===== src/tcfs_pkg.sv =====
// Package for the serial clock and frame sync selection front end
package tcfs_pkg;
    // Register word offsets (byte addresses)
    localparam logic [7:0] TCFS_OFS_GLOBAL = 8'h00;
    localparam logic [7:0] TCFS_OFS_RX_CLK = 8'h04;
    localparam logic [7:0] TCFS_OFS_TX_CLK = 8'h08;
    localparam logic [7:0] TCFS_OFS_RX_CFG = 8'h0C;
    localparam logic [7:0] TCFS_OFS_TX_CFG = 8'h10;
    localparam logic [7:0] TCFS_OFS_STATUS = 8'h14;

    // Global config fields
    localparam int TCFS_BIT_RX_EN  = 0;
    localparam int TCFS_BIT_TX_EN  = 1;
    localparam int TCFS_BIT_REDUND = 4;
    // Clock select field
    localparam int TCFS_BIT_SRC    = 0;
    // Channel config fields
    localparam int TCFS_BIT_MODE   = 0;
    localparam int TCFS_POS_RATE   = 1;
    localparam int TCFS_BIT_DPOL   = 3;
    localparam int TCFS_BIT_FPOL   = 4;
    localparam int TCFS_BIT_LEVEL  = 7;
    localparam int TCFS_POS_DELAY  = 16;
    localparam int TCFS_W_DELAY    = 14;

    // Reset values
    localparam logic [31:0] TCFS_RST_GLOBAL = 32'h0000_0000;
    localparam logic [31:0] TCFS_RST_CLKSEL = 32'h0000_0000;
    localparam logic [31:0] TCFS_RST_CHCFG  = 32'h0000_0000;

    // Writable bit masks
    localparam logic [31:0] TCFS_MSK_GLOBAL = 32'h0000_0013;
    localparam logic [31:0] TCFS_MSK_CLKSEL = 32'h0000_0001;
    localparam logic [31:0] TCFS_MSK_CHCFG  = 32'h3FFF_009F;
    localparam logic [31:0] TCFS_MSK_LOCKED = 32'h3FFF_0080;

    // Timing: serial clocks per default frame (128 timeslots of 8 bits)
    localparam int TCFS_FRAME_CLOCKS = 1024;
    localparam int TCFS_CNT_W        = 16;

    // Link rate codes
    typedef enum logic [1:0] {
        TCFS_RATE_8M  = 2'b00,
        TCFS_RATE_16M = 2'b01,
        TCFS_RATE_32M = 2'b10,
        TCFS_RATE_RSV = 2'b11
    } tcfs_rate_t;

    // Effective per-direction configuration
    typedef struct packed {
        logic                     source;     // 0 pair A, 1 pair B
        logic                     single;     // 1 single-rate clock
        tcfs_rate_t               rate;
        logic                     data_pol;   // 1 rising data edge
        logic                     sync_pol;   // 1 rising frame sync edge
        logic                     level;      // 1 frame sync active high
        logic [TCFS_W_DELAY-1:0]  delay;
    } tcfs_dir_cfg_t;

    // Per-direction timing events
    typedef struct packed {
        logic locked;        // Frame timing established
        logic frame_start;   // Frame sync accepted (pulse)
        logic first_bit;     // First bit edge of timeslot 0 (pulse)
        logic sample;        // Data sample edge (pulse)
    } tcfs_dir_evt_t;
endpackage


===== src/tcfs_clock_sync_select.sv =====
// Clock and frame sync source selection, polarity and first bit delay
// Register map
//   0x00 global: bit 0 rx enable, bit 1 tx enable,
//        bit 4 clock redundancy select
//   0x04 receive clock select, bit 0 source
//   0x08 transmit clock select, bit 0 source
//   0x0C receive channel config
//   0x10 transmit channel config
//   0x14 status, read only
//
// Channel config fields
//   bit 0       rate mode, 1 single-rate
//   bits 2:1    link rate, 11 reserved
//   bit 3       data edge, 1 rising
//   bit 4       sync edge, 1 rising
//   bit 7       sync level, 1 high
//   bits 29:16  first bit delay
//   Bits 7 and 29:16 hold while enabled
//
// Status fields
//   bit 0 rx locked, bit 1 tx locked
//   bit 4 rx source, bit 5 tx source
//
// Register bus
//   Writes land on the strobe edge
//   Read data stand one cycle, else zero
//   Strobes may come back to back
//   The bus never waits
//   Unmapped: reads zero, writes dropped
//
// Reset
//   Registers clear: pair A, double-rate,
//   8 Mbps, falling edges, sync low, delay 0
//   Events and lock clear; gate stands open
//
// Clock modes
//   Single-rate: one sample edge per bit
//   Double-rate: both edges are sample edges
//   Frame period: 1024 << rate sample edges,
//   doubled for a double-rate clock
//
// Source selection
//   Redundancy zero: both directions take
//   the tx source, mode and rate
//   Redundancy one: each uses its own
//   Pair A is source 0, pair B source 1
//
// Timing engine
//   Pins pass three flip-flops; a change
//   counts once stages two and three agree
//   Link half period: two core cycles min,
//   or edges are lost in the filter
//   Sync taken on its edge at its level,
//   registered, then the delay count starts
//   Delay counter counts both edges:
//     single-rate 2n+4 same, 2n+3 differing
//     double-rate n+2 same, n+3 differing
//   Double-rate has no half edge, so
//   differing polarities round up
//   A sync inside the period is dropped;
//   the period counter saturates
//   Recognition edge is the first period edge
//   Reserved rate is timed as the slowest
//   Source change or disable drops lock;
//   the next sync while enabled relocks
//
// Transfer walk, sync low on falling edge
//   Pin edge seen after three or four cycles
//   Next cycle: recognition registered
//   Next cycle: frame start pulse, lock set
//   Delay count on every later clock edge
//   First bit pulse on the target edge
//   Sample pulses on sample edges when locked
//
// Outputs
//   Events: registered pulses, 0 rx, 1 tx
//   Effective config is combinational
//   Lock is a level
//
// Hazards
//   A source switch loses lock until the next sync
//   Protected writes while enabled are ignored
//   Status shows effective sources
//
// Limitations
//   No frame size, superframe or buffering
//   No interrupts; software polls status
//   Shared mode: rx keeps edges, level, delay
//   Delay past a frame restarts on next sync
//
module tcfs_clock_sync_select
    import tcfs_pkg::*;
(
    input  wire logic          core_clk_in,
    input  wire logic          nrst_in,
    // Register port
    input  wire logic [7:0]    reg_addr_in,
    input  wire logic [31:0]   reg_wdata_in,
    input  wire logic          reg_wr_in,
    input  wire logic          reg_rd_in,
    output logic [31:0]        reg_rdata_out,
    // Backplane clock and frame sync pairs
    input  wire logic          serial_clock_a_in,
    input  wire logic          frame_sync_a_in,
    input  wire logic          serial_clock_b_in,
    input  wire logic          frame_sync_b_in,
    // Timing events, index 0 receive, index 1 transmit
    output tcfs_dir_evt_t [1:0] dir_evt_out,
    output tcfs_dir_cfg_t [1:0] dir_cfg_out
);

    // Configuration registers
    logic [31:0]   global_r;
    logic [31:0]   rx_clk_r;
    logic [31:0]   tx_clk_r;
    logic [31:0]   rx_cfg_r;
    logic [31:0]   tx_cfg_r;
    logic [31:0]   rdata_r;

    // Address decode
    wire           sel_global = (reg_addr_in == TCFS_OFS_GLOBAL);
    wire           sel_rx_clk = (reg_addr_in == TCFS_OFS_RX_CLK);
    wire           sel_tx_clk = (reg_addr_in == TCFS_OFS_TX_CLK);
    wire           sel_rx_cfg = (reg_addr_in == TCFS_OFS_RX_CFG);
    wire           sel_tx_cfg = (reg_addr_in == TCFS_OFS_TX_CFG);
    wire           sel_status = (reg_addr_in == TCFS_OFS_STATUS);
    wire           rx_en      = global_r[TCFS_BIT_RX_EN];
    wire           tx_en      = global_r[TCFS_BIT_TX_EN];
    wire           redund     = global_r[TCFS_BIT_REDUND];

    // Protected fields keep their value while the direction runs
    wire [31:0]    rx_keep = rx_en ? TCFS_MSK_LOCKED : 32'h0000_0000;
    wire [31:0]    tx_keep = tx_en ? TCFS_MSK_LOCKED : 32'h0000_0000;
    wire [31:0]    rx_cfg_nxt = (rx_cfg_r & rx_keep)
                              | (reg_wdata_in & TCFS_MSK_CHCFG & ~rx_keep);
    wire [31:0]    tx_cfg_nxt = (tx_cfg_r & tx_keep)
                              | (reg_wdata_in & TCFS_MSK_CHCFG & ~tx_keep);

    // Register writes; sources change only here, never on their own
    always_ff @(posedge core_clk_in or negedge nrst_in)
    begin
        if (!nrst_in)
        begin
            global_r <= TCFS_RST_GLOBAL;
            rx_clk_r <= TCFS_RST_CLKSEL;
            tx_clk_r <= TCFS_RST_CLKSEL;
            rx_cfg_r <= TCFS_RST_CHCFG;
            tx_cfg_r <= TCFS_RST_CHCFG;
        end
        else if (reg_wr_in)
        begin
            if (sel_global)
                global_r <= reg_wdata_in & TCFS_MSK_GLOBAL;
            if (sel_rx_clk)
                rx_clk_r <= reg_wdata_in & TCFS_MSK_CLKSEL;
            if (sel_tx_clk)
                tx_clk_r <= reg_wdata_in & TCFS_MSK_CLKSEL;
            if (sel_rx_cfg)
                rx_cfg_r <= rx_cfg_nxt;
            if (sel_tx_cfg)
                tx_cfg_r <= tx_cfg_nxt;
        end
    end

    // Status word: lock per direction, active sources
    wire [31:0]    status_word = {26'h0, dir_cfg_out[1].source, dir_cfg_out[0].source,
                                  2'b00, dir_evt_out[1].locked, dir_evt_out[0].locked};

    // Read data selection
    wire [31:0]    rd_mux = sel_global ? global_r :
                            sel_rx_clk ? rx_clk_r :
                            sel_tx_clk ? tx_clk_r :
                            sel_rx_cfg ? rx_cfg_r :
                            sel_tx_cfg ? tx_cfg_r :
                            sel_status ? status_word : 32'h0000_0000;

    // Read data stand in the cycle after the strobe only
    always_ff @(posedge core_clk_in or negedge nrst_in)
    begin
        if (!nrst_in)
            rdata_r <= 32'h0000_0000;
        else
            rdata_r <= reg_rd_in ? rd_mux : 32'h0000_0000;
    end
    assign reg_rdata_out = rdata_r;

    // Decode one channel config word with a given source/mode/rate
    function automatic tcfs_dir_cfg_t make_cfg(input logic src, input logic [31:0] mr,
                                               input logic [31:0] own);
        tcfs_dir_cfg_t c;
        c.source   = src;
        c.single   = mr[TCFS_BIT_MODE];
        c.rate     = tcfs_rate_t'(mr[TCFS_POS_RATE +: 2]);
        c.data_pol = own[TCFS_BIT_DPOL];
        c.sync_pol = own[TCFS_BIT_FPOL];
        c.level    = own[TCFS_BIT_LEVEL];
        c.delay    = own[TCFS_POS_DELAY +: TCFS_W_DELAY];
        return c;
    endfunction

    // Effective selections: receive borrows the transmit choices unless dual mode
    tcfs_dir_cfg_t [1:0] eff_cfg;
    assign eff_cfg[1] = make_cfg(tx_clk_r[TCFS_BIT_SRC], tx_cfg_r, tx_cfg_r);
    assign eff_cfg[0] = redund
                      ? make_cfg(rx_clk_r[TCFS_BIT_SRC], rx_cfg_r, rx_cfg_r)
                      : make_cfg(tx_clk_r[TCFS_BIT_SRC], tx_cfg_r, rx_cfg_r);
    wire [1:0]     dir_en = {tx_en, rx_en};

    // Pin synchronisers: three stages, a change counts when stages two and three agree
    logic [3:0]    pin_s1_r;
    logic [3:0]    pin_s2_r;
    logic [3:0]    pin_s3_r;
    logic [3:0]    pin_f_r;
    wire  [3:0]    pin_raw = {frame_sync_b_in, serial_clock_b_in,
                              frame_sync_a_in, serial_clock_a_in};

    always_ff @(posedge core_clk_in or negedge nrst_in)
    begin
        if (!nrst_in)
        begin
            pin_s1_r <= 4'h0;
            pin_s2_r <= 4'h0;
            pin_s3_r <= 4'h0;
            pin_f_r  <= 4'h0;
        end
        else
        begin
            pin_s1_r <= pin_raw;
            pin_s2_r <= pin_s1_r;
            pin_s3_r <= pin_s2_r;
            pin_f_r  <= (pin_s2_r & pin_s3_r) | (pin_f_r & (pin_s2_r ^ pin_s3_r));
        end
    end

    // Per-direction timing engine
    genvar d;
    generate
        for (d = 0; d < 2; d++)
        begin : g_dir
            logic                   clk_prev_r;
            logic                   recog_r;
            logic                   locked_r;
            logic                   counting_r;
            logic                   src_prev_r;
            logic [TCFS_CNT_W-1:0]  delay_cnt_r;
            logic [TCFS_CNT_W-1:0]  period_cnt_r;
            logic                   first_bit_r;
            logic                   frame_start_r;
            logic                   sample_r;

            // Selected pair: one source bit picks clock and sync together
            tcfs_dir_cfg_t c;
            assign c = eff_cfg[d];
            wire clk_sel  = c.source ? pin_f_r[2] : pin_f_r[0];
            wire sync_sel = c.source ? pin_f_r[3] : pin_f_r[1];
            wire rise     = clk_sel & ~clk_prev_r;
            wire fall     = ~clk_sel & clk_prev_r;
            wire any_edge = rise | fall;
            wire sync_edge = c.sync_pol ? rise : fall;
            wire data_edge = c.data_pol ? rise : fall;
            // Double-rate clock samples on both edges
            wire samp_edge = c.single ? data_edge : any_edge;
            wire pol_same  = (c.data_pol == c.sync_pol);

            // Frame period in sample edges; reserved rate acts as the slowest
            wire [1:0] rate_sh = (c.rate == TCFS_RATE_RSV) ? 2'b00 : c.rate;
            wire [TCFS_CNT_W-1:0] period = TCFS_CNT_W'(TCFS_FRAME_CLOCKS)
                                           << (rate_sh + {1'b0, ~c.single});
            wire gate_open = ~locked_r || (period_cnt_r >= period);

            // Sync sampled at its level on its edge
            wire sync_hit = sync_edge && (sync_sel == c.level);

            // Delay target in edges of either polarity
            wire [TCFS_CNT_W-1:0] n_ext = TCFS_CNT_W'(c.delay);
            wire [TCFS_CNT_W-1:0] target =
                c.single ? ((n_ext << 1) + (pol_same ? 16'h0004 : 16'h0003))
                         : (n_ext + (pol_same ? 16'h0002 : 16'h0003));
            wire cfg_change = (c.source != src_prev_r) || !dir_en[d];

            // Edge history, recognition and delay count
            always_ff @(posedge core_clk_in or negedge nrst_in)
            begin
                if (!nrst_in)
                begin
                    clk_prev_r    <= 1'b0;
                    src_prev_r    <= 1'b0;
                    recog_r       <= 1'b0;
                    locked_r      <= 1'b0;
                    counting_r    <= 1'b0;
                    delay_cnt_r   <= 16'h0000;
                    period_cnt_r  <= 16'h0000;
                    first_bit_r   <= 1'b0;
                    frame_start_r <= 1'b0;
                    sample_r      <= 1'b0;
                end
                else
                begin
                    clk_prev_r    <= clk_sel;
                    src_prev_r    <= c.source;
                    first_bit_r   <= 1'b0;
                    frame_start_r <= 1'b0;
                    // No sample pulse in the cycle that drops lock
                    sample_r      <= samp_edge & locked_r & ~cfg_change;
                    // Recognition registered before the delay count starts
                    recog_r       <= sync_hit & gate_open & dir_en[d];
                    if (cfg_change)
                    begin
                        // Switchover drops lock until the next accepted sync
                        locked_r   <= 1'b0;
                        counting_r <= 1'b0;
                        recog_r    <= 1'b0;
                    end
                    else if (recog_r)
                    begin
                        locked_r      <= 1'b1;
                        counting_r    <= 1'b1;
                        frame_start_r <= 1'b1;
                        delay_cnt_r   <= 16'h0000;
                        // Sync edge counts, so the next on-time sync passes
                        period_cnt_r  <= 16'h0001;
                    end
                    else
                    begin
                        if (samp_edge && period_cnt_r < period)
                            period_cnt_r <= period_cnt_r + 16'h0001;
                        // Every edge counts; a delay past a frame restarts on the next sync
                        if (counting_r && any_edge)
                        begin
                            if (delay_cnt_r + 16'h0001 == target)
                            begin
                                first_bit_r <= 1'b1;
                                counting_r  <= 1'b0;
                            end
                            else
                                delay_cnt_r <= delay_cnt_r + 16'h0001;
                        end
                    end
                end
            end

            assign dir_evt_out[d].locked      = locked_r;
            assign dir_evt_out[d].frame_start = frame_start_r;
            assign dir_evt_out[d].first_bit   = first_bit_r;
            assign dir_evt_out[d].sample      = sample_r;
            assign dir_cfg_out[d]             = c;
        end
    endgenerate

endmodule


===== config.mk =====
export PLATFORM = sky130hd
export DESIGN_NAME = tcfs_clock_sync_select
export DESIGN_NICKNAME = d
export VERILOG_FILES = /design/src/tcfs_pkg.sv /design/src/tcfs_clock_sync_select.sv
export SDC_FILE = /design/constraint.sdc
export NUM_CORES = 1
export LEC_CHECK = 0
export BUFFER_PORTS_ARGS = -buffer_cell sky130_fd_sc_hd__buf_2
export CORE_ASPECT_RATIO = 1.25
export CORE_MARGIN = 1
export CORE_UTILIZATION = 59
export DETAILED_ROUTE_END_ITERATION = 10
export PLACE_DENSITY = 0.83
export SYNTH_ARGS = -nofsm -noshare
export SYNTH_HDL_FRONTEND = slang
export SYNTH_SLANG_ARGS = --single-unit

===== constraint.sdc =====
create_clock -name core_clk_in -period 5.9 [get_ports core_clk_in]
set_clock_uncertainty 0.1 [all_clocks]
set_input_delay 0.59 -clock core_clk_in [delete_from_list [all_inputs] [get_ports core_clk_in]]
set_output_delay 0.59 -clock core_clk_in [all_outputs]
set_load 0.02 [all_outputs]

## Yosys cells after proc, flatten, opt, wreduce, memory -nomap -nowiden

Index checks and enable logic that the tools add are counted.

| word-level totals | value |
|---|---|
| bits in registers | 197 |
| bits of input ports | 48 |
| logic and storage cells | 197 |

| cells by class | value |
|---|---|
| muxes and demuxes | 64 |
| reductions and logical operators | 34 |
| add/sub/neg operators | 10 |
| equality and inequality tests | 17 |
| bitwise gates (word level) | 36 |
| shifts and indexed selects | 2 |
| order comparisons | 4 |

Operator list:

| kind | count |
|---|---|
| $mux 16 | 12 |
| $mux 32 | 6 |
| $add 16x1->16 const B | 4 |
| $and 30x32->32 | 2 |
| $and 32x30->32 | 2 |
| $not 30->32 | 2 |
| $or 32x32->32 | 2 |
| $mux 30 | 2 |
| $mux 1 | 38 |
| $add 15x3->16 | 2 |
| $eq 16x16->1 | 2 |
| $ge 16x16->1 | 2 |
| $lt 16x16->1 | 2 |
| $shl 11x2->16 const A | 2 |
| $add 14x2->15 | 2 |
| $mux 21 | 1 |
| $reduce_and 2->1 | 9 |
| $eq 8x4->1 const B | 2 |
| $eq 8x5->1 const B | 2 |
| $and 1x1->1 | 12 |
| $reduce_bool 2->1 | 6 |
| $reduce_bool 3->1 | 4 |
| $not 1->1 | 10 |
| $and 4x4->4 | 2 |
| other kinds (17) | 37 |

## Longest topological paths before layout

Gate-level depths: netlist of the first run.

| depth | value |
|---|---|
| word-level depth | 10 |
| depth in mapped cells | 18 |
| depth with buffers taken out | 15 |

## Worst setup path after synthesis of the first run

No wires, ideal clock.

| path | value |
|---|---|
| path type | register -> register |
| from | register rx_cfg_r[4] |
| to | register g_dir[0].delay_cnt_r[3] |
| data arrival time | 3.967 ns |
| period minus slack after synthesis | 4.193 ns |
| setup slack | 1.707 ns |
| cell stages (with the launch flop) | 14 |
| path buffers | 1 |
| path through | dfrtp_1 xor2_1 ha_1 inv_1 fa_1 or4_1 clkbuf_1 o211ai_1 nand4_1 nor4_1 or4b_1 or4_4 a41o_1 o311a_1 |

| on the way | value |
|---|---|
| word-level cells in the longest chain between the ends | 8 |
| elaborated cells between the ends (all ways) | 10 |
| those cells by class | add/sub (2); eq/ne (3); mux (4); reduce/logical (1) |

RTL lines:

| item | line | RTL |
|---|---|---|
| start, declared | tcfs_clock_sync_select.sv:116 | `logic [31:0] rx_cfg_r;` |
| start signal, assigned | tcfs_clock_sync_select.sv:159 | `rx_cfg_r <= rx_cfg_nxt;` |
| $mux 21 * | tcfs_clock_sync_select.sv:205 | `? make_cfg(rx_clk_r[TCFS_BIT_SRC], rx_cfg_r, rx_cfg_r)` |
| $eq 1x1->1 * | tcfs_clock_sync_select.sv:263 | `wire pol_same = (c.data_pol == c.sync_pol);` |
| $mux 3 / $mux 1 (equally long branches) | tcfs_clock_sync_select.sv:277, tcfs_clock_sync_select.sv:278 |  |
| $add 15x3->16 / $add 14x2->15 (equally long branches) | tcfs_clock_sync_select.sv:277, tcfs_clock_sync_select.sv:278 |  |
| $mux 16 * | tcfs_clock_sync_select.sv:277 | `c.single ? ((n_ext << 1) + (pol_same ? 16'h0004 : 16'h0003))` |
| $eq 16x16->1 * | tcfs_clock_sync_select.sv:330 | `if (delay_cnt_r + 16'h0001 == target)` |
| $ne 2x2->1 (no line) * | -- |  |
| $reduce_and 3->1 (no line) * | -- |  |
| end signal, assigned | tcfs_clock_sync_select.sv:336 | `delay_cnt_r <= delay_cnt_r + 16'h0001;` |
| end, declared | tcfs_clock_sync_select.sv:245 | `logic [TCFS_CNT_W-1:0] delay_cnt_r;` |

Mark *: on every way between the ends. The rest lies on a longest branch, timed or not.
A chain may end at the register's enable or synchronous reset.

## Final worst setup path of the first run

| path | value |
|---|---|
| from | register rx_cfg_r[3] |
| to | register g_dir[0].delay_cnt_r[9] |

The elaborated chain is that of the path after synthesis.

==> impl_summary.log, run 1 <==
INFO  metric outcome = finished, final reports clean
INFO  metric synthArstFlopShare = 100%
INFO  metric port_buffers = 106
INFO  metric post-route-drc-count = 0
INFO  metric maximum_count_of_clock_buffers_along_a_single_path = 2
INFO  metric p_int = 1.83 mW
INFO  metric power_consumption = 2.60 mW
INFO  metric power_switching_share = 29.6%
INFO  metric cts_tree = built
INFO  metric post_cts_resize_count = 0
INFO  metric p_leak = 5.24 nW
INFO  metric total_track_usage = 28.8%
INFO  metric drt_pass1_iterations = 6
INFO  metric final.period_utilization = 81.3%
INFO  metric worst_ep_required_time = 6120 ps
INFO  metric regToRegStartpoint = rx_cfg_r[3]
INFO  metric clock_tree.root_cell = clkbuf_16
INFO  metric grt-ovfl-total = 0
INFO  metric final_nets = 1259
INFO  metric place_hpwl = 18300 um
INFO  metric yosys_register_bits = 162
INFO  metric fin_crit = 4800 ps
INFO  metric crit_type = flip-flop to flip-flop
INFO  metric tightest_slew = 1090 ps
INFO  metric total_setup_buffers_inserted_after_cts = 0
INFO  metric route.detailed.vias_per_inst = 6.30
INFO  metric cp_cell_sequence = xor2_1 > ha_1 > inv_1 > fa_1 > and4b_1 > and3_1 > a211oi_1 > or4_1 > a211oi_1 > a41oi_1 > nor2_2 > nor3_1 > a221o_1
INFO  metric synth_flop_cell = dfrtp_1
INFO  metric antenna_violating_nets_post_route = 0
INFO  metric synth.yosys.warnings = 0
INFO  metric average_detailed_routed_wire_length_per_instance = 18.1 um
INFO  metric antenna_violations_before_repair = 2
INFO  metric post_synthesis_cells = 1150
INFO  metric power_per_cell_area = 226 mW/mm^2
INFO  metric fp.dieArea = 0.0186 mm^2
INFO  metric vdd_ir_drop_max = 214 uV
INFO  metric cts.hold.buffers_added = 0
INFO  metric synthDistinctLibCells = 86
INFO  metric drv.max_cap_violation_count = 0
INFO  metric grt_pass1_wl = 42200 um
INFO  metric routed-via-count = 8936
INFO  metric cp_max_fo = 24
INFO  metric crit_family = simple AND/OR/NAND/NOR gates
INFO  metric max_slew_headroom = 26.5%
INFO  metric max_freq = 0.208 GHz
INFO  metric synth.yosys.seq_area_share = 38.1%
INFO  metric switchingPower = 770 uW
INFO  metric average_cell_area_after_synthesis = 9.25 um^2
INFO  metric floorplan.die.height = 152 um
INFO  metric yosys.cell_count.top_type = dfrtp_1
INFO  metric cts_buffers = 17
INFO  metric cts.clk_slew.worst_paths = 80 ps
INFO  metric pin_count_of_the_biggest_net_entering_global_routing = 87
INFO  metric synth_largest_type_area_fraction = 38.1%
INFO  metric count_of_flip_flops_with_a_built_in_enable_after_synthesis = 0
INFO  metric clock-sinks = 162
INFO  metric regToRegEndpoint = g_dir[0].delay_cnt_r[9]
INFO  metric critical_path_arrival = 5020 ps
INFO  metric netlist_top_cells_area = dfrtp_1 38%, mux2_2 5.5%, xnor2_1 3.8%, ha_1 3.5%, nand2_1 3.1%
INFO  metric via_count_of_the_first_global_routing_pass = 8568
INFO  metric r2r_slack = 1100 ps
INFO  metric routed_wirelength = 25600 um
INFO  metric ioPinCount = 130
INFO  metric htreeDepth = 4
INFO  metric leading_area_contributor_after_synthesis = dfrtp_1
INFO  metric insertion_delay = 440 ps
INFO  metric drive_above_1_share = 18.4%
INFO  metric crit_buf_inv = 1
INFO  metric report.final.setup_viol = 0
INFO  metric finalCoreUtilization = 65.5%
INFO  metric timing_max_transition_violations_final = 0
INFO  metric fp.coreArea = 0.0176 mm^2
INFO  metric max_stage_delay = 780 ps
INFO  metric share_clk_of_total_power = 41.6%
INFO  metric fp.dieW = 122 um
INFO  metric pwr-share-seq = 45.9%
INFO  metric min_path_type = input pin to async pin
INFO  metric dr.first_iter.drc_count = 853
INFO  metric critical-path-top-cell-by-count = a211oi_1
INFO  metric timing.critical_path.from_type = flip-flop
INFO  metric finalHoldViolCount = 0
INFO  metric floorplan.rows = 54
INFO  metric r2r.worst_path.cells = 13
INFO  metric critical-path-slowest-cell = nor2_2
INFO  metric critPathCaptureType = flip-flop
INFO  metric final.setup.tns = 0 ps
INFO  metric rsz_0062_raised_after_global_routing = no
INFO  metric netlist_top_cells_count = 162 x dfrtp_1, 89 x nand2_1, 87 x nor2_1, 56 x nand3_1, 52 x mux2_2
INFO  metric synth_area = 0.0106 mm^2
INFO  metric gp_routability_congestion = 0.893
INFO  metric start_util = 60.5%
INFO  metric p_comb_share = 12.4%
INFO  metric area.growth.synth_to_final = 8.22%
[per-layer routing]
layer  vias up  share of wire, %  track usage (%)
met2       328                51             49.3
met4         0               3.3             13.1
li1       4196                 -                -
met3        75               5.5             5.52
met5         -                 0                0
met1      4337                40             34.5
[cell type report]
type | count | area, um^2
Antenna cell | 2 | 5.00
Clock buffer | 17 | 425
Clock inverter | 15 | 141
Fill cell | 1432 | 6060
Inverter | 43 | 161
Multi-Input combinational cell | 841 | 5850
Sequential cell | 162 | 4050
Tap cell | 224 | 280
Timing Repair Buffer | 114 | 597
[worst max path at each step]
stage | start | end | slack [ps] | depth (start not counted)
floorplan | rx_cfg_r[4] | g_dir[0].delay_cnt_r[3] | 1710 | 13
global placement | rx_cfg_r[4] | g_dir[0].delay_cnt_r[9] | 1230 | 13
detailed placement | rx_cfg_r[4] | g_dir[0].delay_cnt_r[12] | 1140 | 13
CTS | rx_cfg_r[4] | g_dir[0].delay_cnt_r[12] | 1110 | 13
global route | rx_cfg_r[3] | g_dir[0].delay_cnt_r[9] | 780 | 13
finish | rx_cfg_r[3] | g_dir[0].delay_cnt_r[9] | 1100 | 13
[power by group through the flow]
stage	clock, mW	sequential, mW	combinational, mW
6_report	1.08	1.20	0.324
2_1_floorplan	0	1.20	0.245
3_3_place_gp	0	1.21	0.313
3_5_place_dp	0	1.21	0.321
4_1_cts	1.10	1.19	0.325
5_1_grt	1.14	1.20	0.359
[worst reg2reg max path: stages (launching register included)]
cell and delay (ps):
dfrtp_1 480, xor2_1 360, ha_1 330, inv_1 100, fa_1 500, and4b_1 320, and3_1 160, a211oi_1 60
or4_1 580, a211oi_1 290, a41oi_1 190, nor2_2 780, nor3_1 90, a221o_1 330
[cell families after synthesis]
| logic type | share of synthesized area (%) |
|---|---|
| AOI/OAI and AO/OA | 15.0 |
| adders and majority gates | 3.91 |
| xor gates and xnor gates | 6.73 |
| buffers and inverters | 7.27 |
| and+or+nand+nor | 21.7 |
| other | 0.0353 |
| muxes | 7.21 |
| DFF | 38.1 |
[stage by stage]
step                      hold WS [ps]  cell area [um^2]  setup slack (ps)  instances
final                              108             11500              1100       1418
after global placement             234             10900              1230       1384
after global routing               122             11500               782       1418
after floorplan                    194             10700              1710       1160
after CTS                          134             11500              1110       1416
after detailed placement           236             10900              1140       1384
[placed cells by master, fill, tap and decap left out, drive strengths merged, types with 5 or more instances in the layout]
cell type  instances
dfrtp            162
xor2              33
o31ai              8
mux2i             17
nand4             24
nor2b             15
nand2b            12
buf              114
or2                5
nand3             57
nor4              19
a21o               9
o21ai             26
a2111oi            6
nand2             89
clkbuf            17
a221o             17
o221ai             5
or4               17
a211oi            11
nor4b              5
nor2              88
a21oi             31
mux2              53
and4               9
and3              19
conb              11
nor3              34
clkinv             5
a31oi             11
and2              16
inv               51
or3               15
ha                30
a22oi             15
xnor2             46
o211ai            13
o21a               9
No activity file was read; power rests on OpenSTA's default activity.
==> inputs of run 2 (changes only) <==
- ABC_AREA: unset -> 1
- CORE_UTILIZATION: 59 -> 60
- PLACE_DENSITY: 0.83 -> 0.84
- clock period: 5.9 -> 4.85 ns (I/O delays scaled with it)
==> impl_summary.log, run 2 <==
INFO  metric via_count_of_the_first_global_routing_pass = 9826 (+15%)
INFO  metric share_clk_of_total_power = 41.2% (-0.4 points)
INFO  metric port_buffers = 106 (unchanged)
INFO  metric antenna_violating_nets_post_route = 0 (unchanged)
INFO  metric cts_tree = built
INFO  metric drt_pass1_iterations = 6 (unchanged)
INFO  metric place_hpwl = 20700 um (+13%)
INFO  metric antenna_violations_before_repair = 0 (-2)
INFO  metric critical_path_arrival = 3740 ps (-1280 ps)
INFO  metric synth_flop_cell = dfrtp_1
INFO  metric drv.max_cap_violation_count = 0 (unchanged)
INFO  metric critPathCaptureType = flip-flop
INFO  metric gp_routability_congestion = 0.951 (+6.4%)
INFO  metric post-route-drc-count = 0 (unchanged)
INFO  metric total_setup_buffers_inserted_after_cts = 0 (unchanged)
INFO  metric synth.yosys.warnings = 0 (unchanged)
INFO  metric vdd_ir_drop_max = 239 uV (+11%)
INFO  metric antenna_cells_inserted = 0 (-2)
INFO  metric layout.cells.most_common_list = 438 x nand2_1, 198 x inv_1, 175 x nand3_1
INFO  metric count_of_flip_flops_with_a_built_in_enable_after_synthesis = 0 (unchanged)
INFO  metric yosys_register_bits = 162 (unchanged)
INFO  metric switchingPower = 1.19 mW (+54%)
INFO  metric synth.yosys.seq_area_share = 37.6% (-0.52 points)
INFO  metric p_int = 2.52 mW (+38%)
INFO  metric fin_crit = 3510 ps (-1280 ps)
INFO  metric final.setup.tns = 0 ps (unchanged)
INFO  metric worst_ep_required_time = 5080 ps (-1040 ps)
INFO  metric clock-sinks = 162 (unchanged)
INFO  metric p_leak = 6.15 nW (+17%)
INFO  metric outcome = finished, final reports clean
INFO  metric maximum_count_of_clock_buffers_along_a_single_path = 2 (unchanged)
INFO  metric dp_worst_setup_slack = 1410 ps (+264 ps)
INFO  metric grt_pass1_wl = 46200 um (+9.5%)
INFO  metric yosys.cell_count.top_type = nand2_1
INFO  metric regToRegStartpoint = global_r[4]
INFO  metric final.period_utilization = 72.5% (-8.8 points)
INFO  metric post_cts_resize_count = 0 (unchanged)
INFO  metric synth_area = 0.0108 mm^2 (+1.4%)
INFO  metric grt-ovfl-total = 0 (unchanged)
INFO  metric power_switching_share = 32.0% (+2.4 points)
INFO  metric total_track_usage = 31.5% (+2.7 points)
INFO  metric leading_area_contributor_after_synthesis = dfrtp_1
INFO  metric crit_type = flip-flop to flip-flop
INFO  metric routed-via-count = 10400 (+16%)
INFO  metric timing.critical_path.from_type = flip-flop
INFO  metric dr.first_iter.drc_count = 873 (+2.3%)
INFO  metric synthArstFlopShare = 100% (unchanged)
INFO  metric ioPinCount = 130 (unchanged)
INFO  metric synthDistinctLibCells = 49 (-43%)
INFO  metric min_path_type = input pin to async pin
INFO  metric average_detailed_routed_wire_length_per_instance = 15.1 um (-16%)
INFO  metric cp-startpoint = global_r[4]
INFO  metric final_nets = 1687 (+34%)
INFO  metric start_util = 61.6% (+1.1 points)
INFO  metric final.setup.worst_slack = 1340 ps (+232 ps)
INFO  metric pwr-share-seq = 40.7% (-5.2 points)
INFO  metric cts.clk_slew.worst_paths = 70 ps (about the same)
INFO  metric rsz_0062_raised_after_global_routing = no
INFO  metric tightest_slew = 869 ps (-225 ps)
INFO  metric finalHoldViolCount = 0 (unchanged)
INFO  metric power_per_cell_area = 312 mW/mm^2 (+38%)
INFO  metric timing_max_transition_violations_final = 0 (unchanged)
INFO  metric insertion_delay = 440 ps (about the same)
INFO  metric routed_wirelength = 27900 um (+8.9%)
INFO  metric floorplan.rows = 54 (unchanged)
INFO  metric route.detailed.vias_per_inst = 5.63 (-11%)
INFO  metric drive_above_1_share = 11.6% (-6.8 points)
INFO  metric p_comb_share = 18.1% (+5.7 points)
INFO  metric fp.dieW = 122 um (-0.15%)
INFO  metric report.final.setup_viol = 0 (unchanged)
INFO  metric floorplan.die.height = 152 um (-0.15%)
INFO  metric cp_max_fo = 13 (-46%)
INFO  metric cts.hold.buffers_added = 0 (unchanged)
INFO  metric layout_commonest_cell = nand2_1
INFO  metric fp.coreArea = 0.0175 mm^2 (-0.38%)
INFO  metric average_cell_area_after_synthesis = 6.99 um^2 (-24%)
INFO  metric fp.dieArea = 0.0185 mm^2 (-0.30%)
INFO  metric area.growth.synth_to_final = 10.0%
INFO  metric max_freq = 0.285 GHz (+36%)
INFO  metric htreeDepth = 4 (unchanged)
INFO  metric netlist_top_cells_count = 438 x nand2_1, 198 x inv_1, 175 x nand3_1, 162 x dfrtp_1, 123 x nor2_1
INFO  metric max_slew_headroom = 42.0% (+15 points)
INFO  metric pin_count_of_the_biggest_net_entering_global_routing = 94 (+8.0%)
INFO  metric post_synthesis_cells = 1543 (+34%)
INFO  metric clock_tree.root_cell = clkbuf_16
INFO  metric synth_largest_type_area_fraction = 37.6% (-0.52 points)
INFO  metric cts_buffers = 17 (unchanged)
INFO  metric netlist_top_cells_area = dfrtp_1 38%, nand2_1 15%, nand3_1 8.1%, inv_1 6.9%, o21ai_0 4.3%
[run 2: changes by cell type after synthesis, moves of 41 or more]
cell	previous run	this run
nand4_1	23	64
o21ai_0	24	93
inv_1	41	198
mux2_2	52	1
nand3_1	56	175
nand2_1	89	438
[run 2: area by class of cell]
type                            count  area [um^2]
Inverter                          208          781
Fill cell                        1466         5630
Timing Repair Buffer              111          574
Tap cell                          224          280
Clock buffer                       17          425
Multi-Input combinational cell   1107         5510
Sequential cell                   162         4050
Clock inverter                     15          245
[run 2: logic make-up after synthesis]
| logic type | synth area share, % |
|---|---|
| simple gates | 35.8 |
| other cells | 0.0348 |
| mux | 0.197 |
| fa+ha+maj | 3.85 |
| xor+xnor | 2.60 |
| compound gates | 8.19 |
| buf+inv | 11.7 |
| flops | 37.6 |
[run 2: critical path, cell delays in order (launching register included)]
cell and delay (ps):
dfrtp_1 520, o21ai_0 390, nor2_1 80, ha_1 200
xnor2_1 230, inv_1 80, nand2_1 70, ha_1 220
o21ai_0 200, nand2_1 80, a21o_1 160, a21oi_1 210
nand4_1 180, nand2_2 250, nand3_1 170, nor3b_1 210
nor2_1 70
[run 2: routing by layer]
| layer | vias up | wire (um) | GRT usage, % |
|---|---|---|---|
| met3 | 101 | 1960 | 6.68 |
| met5 | - | 0 | 0 |
| met4 | 0 | 1140 | 15.4 |
| li1 | 5086 | - | - |
| met2 | 411 | 13900 | 53.3 |
| met1 | 4776 | 10900 | 37.3 |
[run 2: path summary, 6_finish.rpt]
check / endpoint / slack (ps) / cells past startpoint
worst max-delay path: g_dir[0].period_cnt_r[9] / 1340 / 16
worst min-delay path: g_dir[0].delay_cnt_r[13] / 10 / 1
worst max register to register: g_dir[0].period_cnt_r[9] / 1340 / 16
worst min register to register: pin_s2_r[0] / 250 / 0
max in group asynchronous: g_dir[0].counting_r / 3550 / 2
min in group core_clk_in: pin_s1_r[3] / 40 / 1
[run 2: power by group through the flow]
| stage | combinational [mW] | sequential, mW | clock (mW) |
|---|---|---|---|
| floorplan | 0.506 | 1.51 | 0 |
| global placement | 0.636 | 1.53 | 0 |
| detailed placement | 0.658 | 1.53 | 0 |
| CTS | 0.668 | 1.51 | 1.54 |
| global route | 0.756 | 1.52 | 1.61 |
| finish | 0.673 | 1.51 | 1.53 |
[run 2: per-stage QoR]
stage / hold slack (ps) / instances / power (mW) / instance area, um^2 / util (%)
2_1_floorplan: 89.4 / 1553 / 2.02 / 10800 / -
3_3_place_gp: 234 / 1812 / 2.16 / 11200 / 64.0
3_5_place_dp: 236 / 1812 / 2.19 / 11200 / 64.0
4_1_cts: 34.8 / 1844 / 3.71 / 11900 / 67.8
5_1_grt: 30.4 / 1844 / 3.88 / 11900 / 67.8
6_report: 13.7 / 1844 / 3.71 / 11900 / 67.8
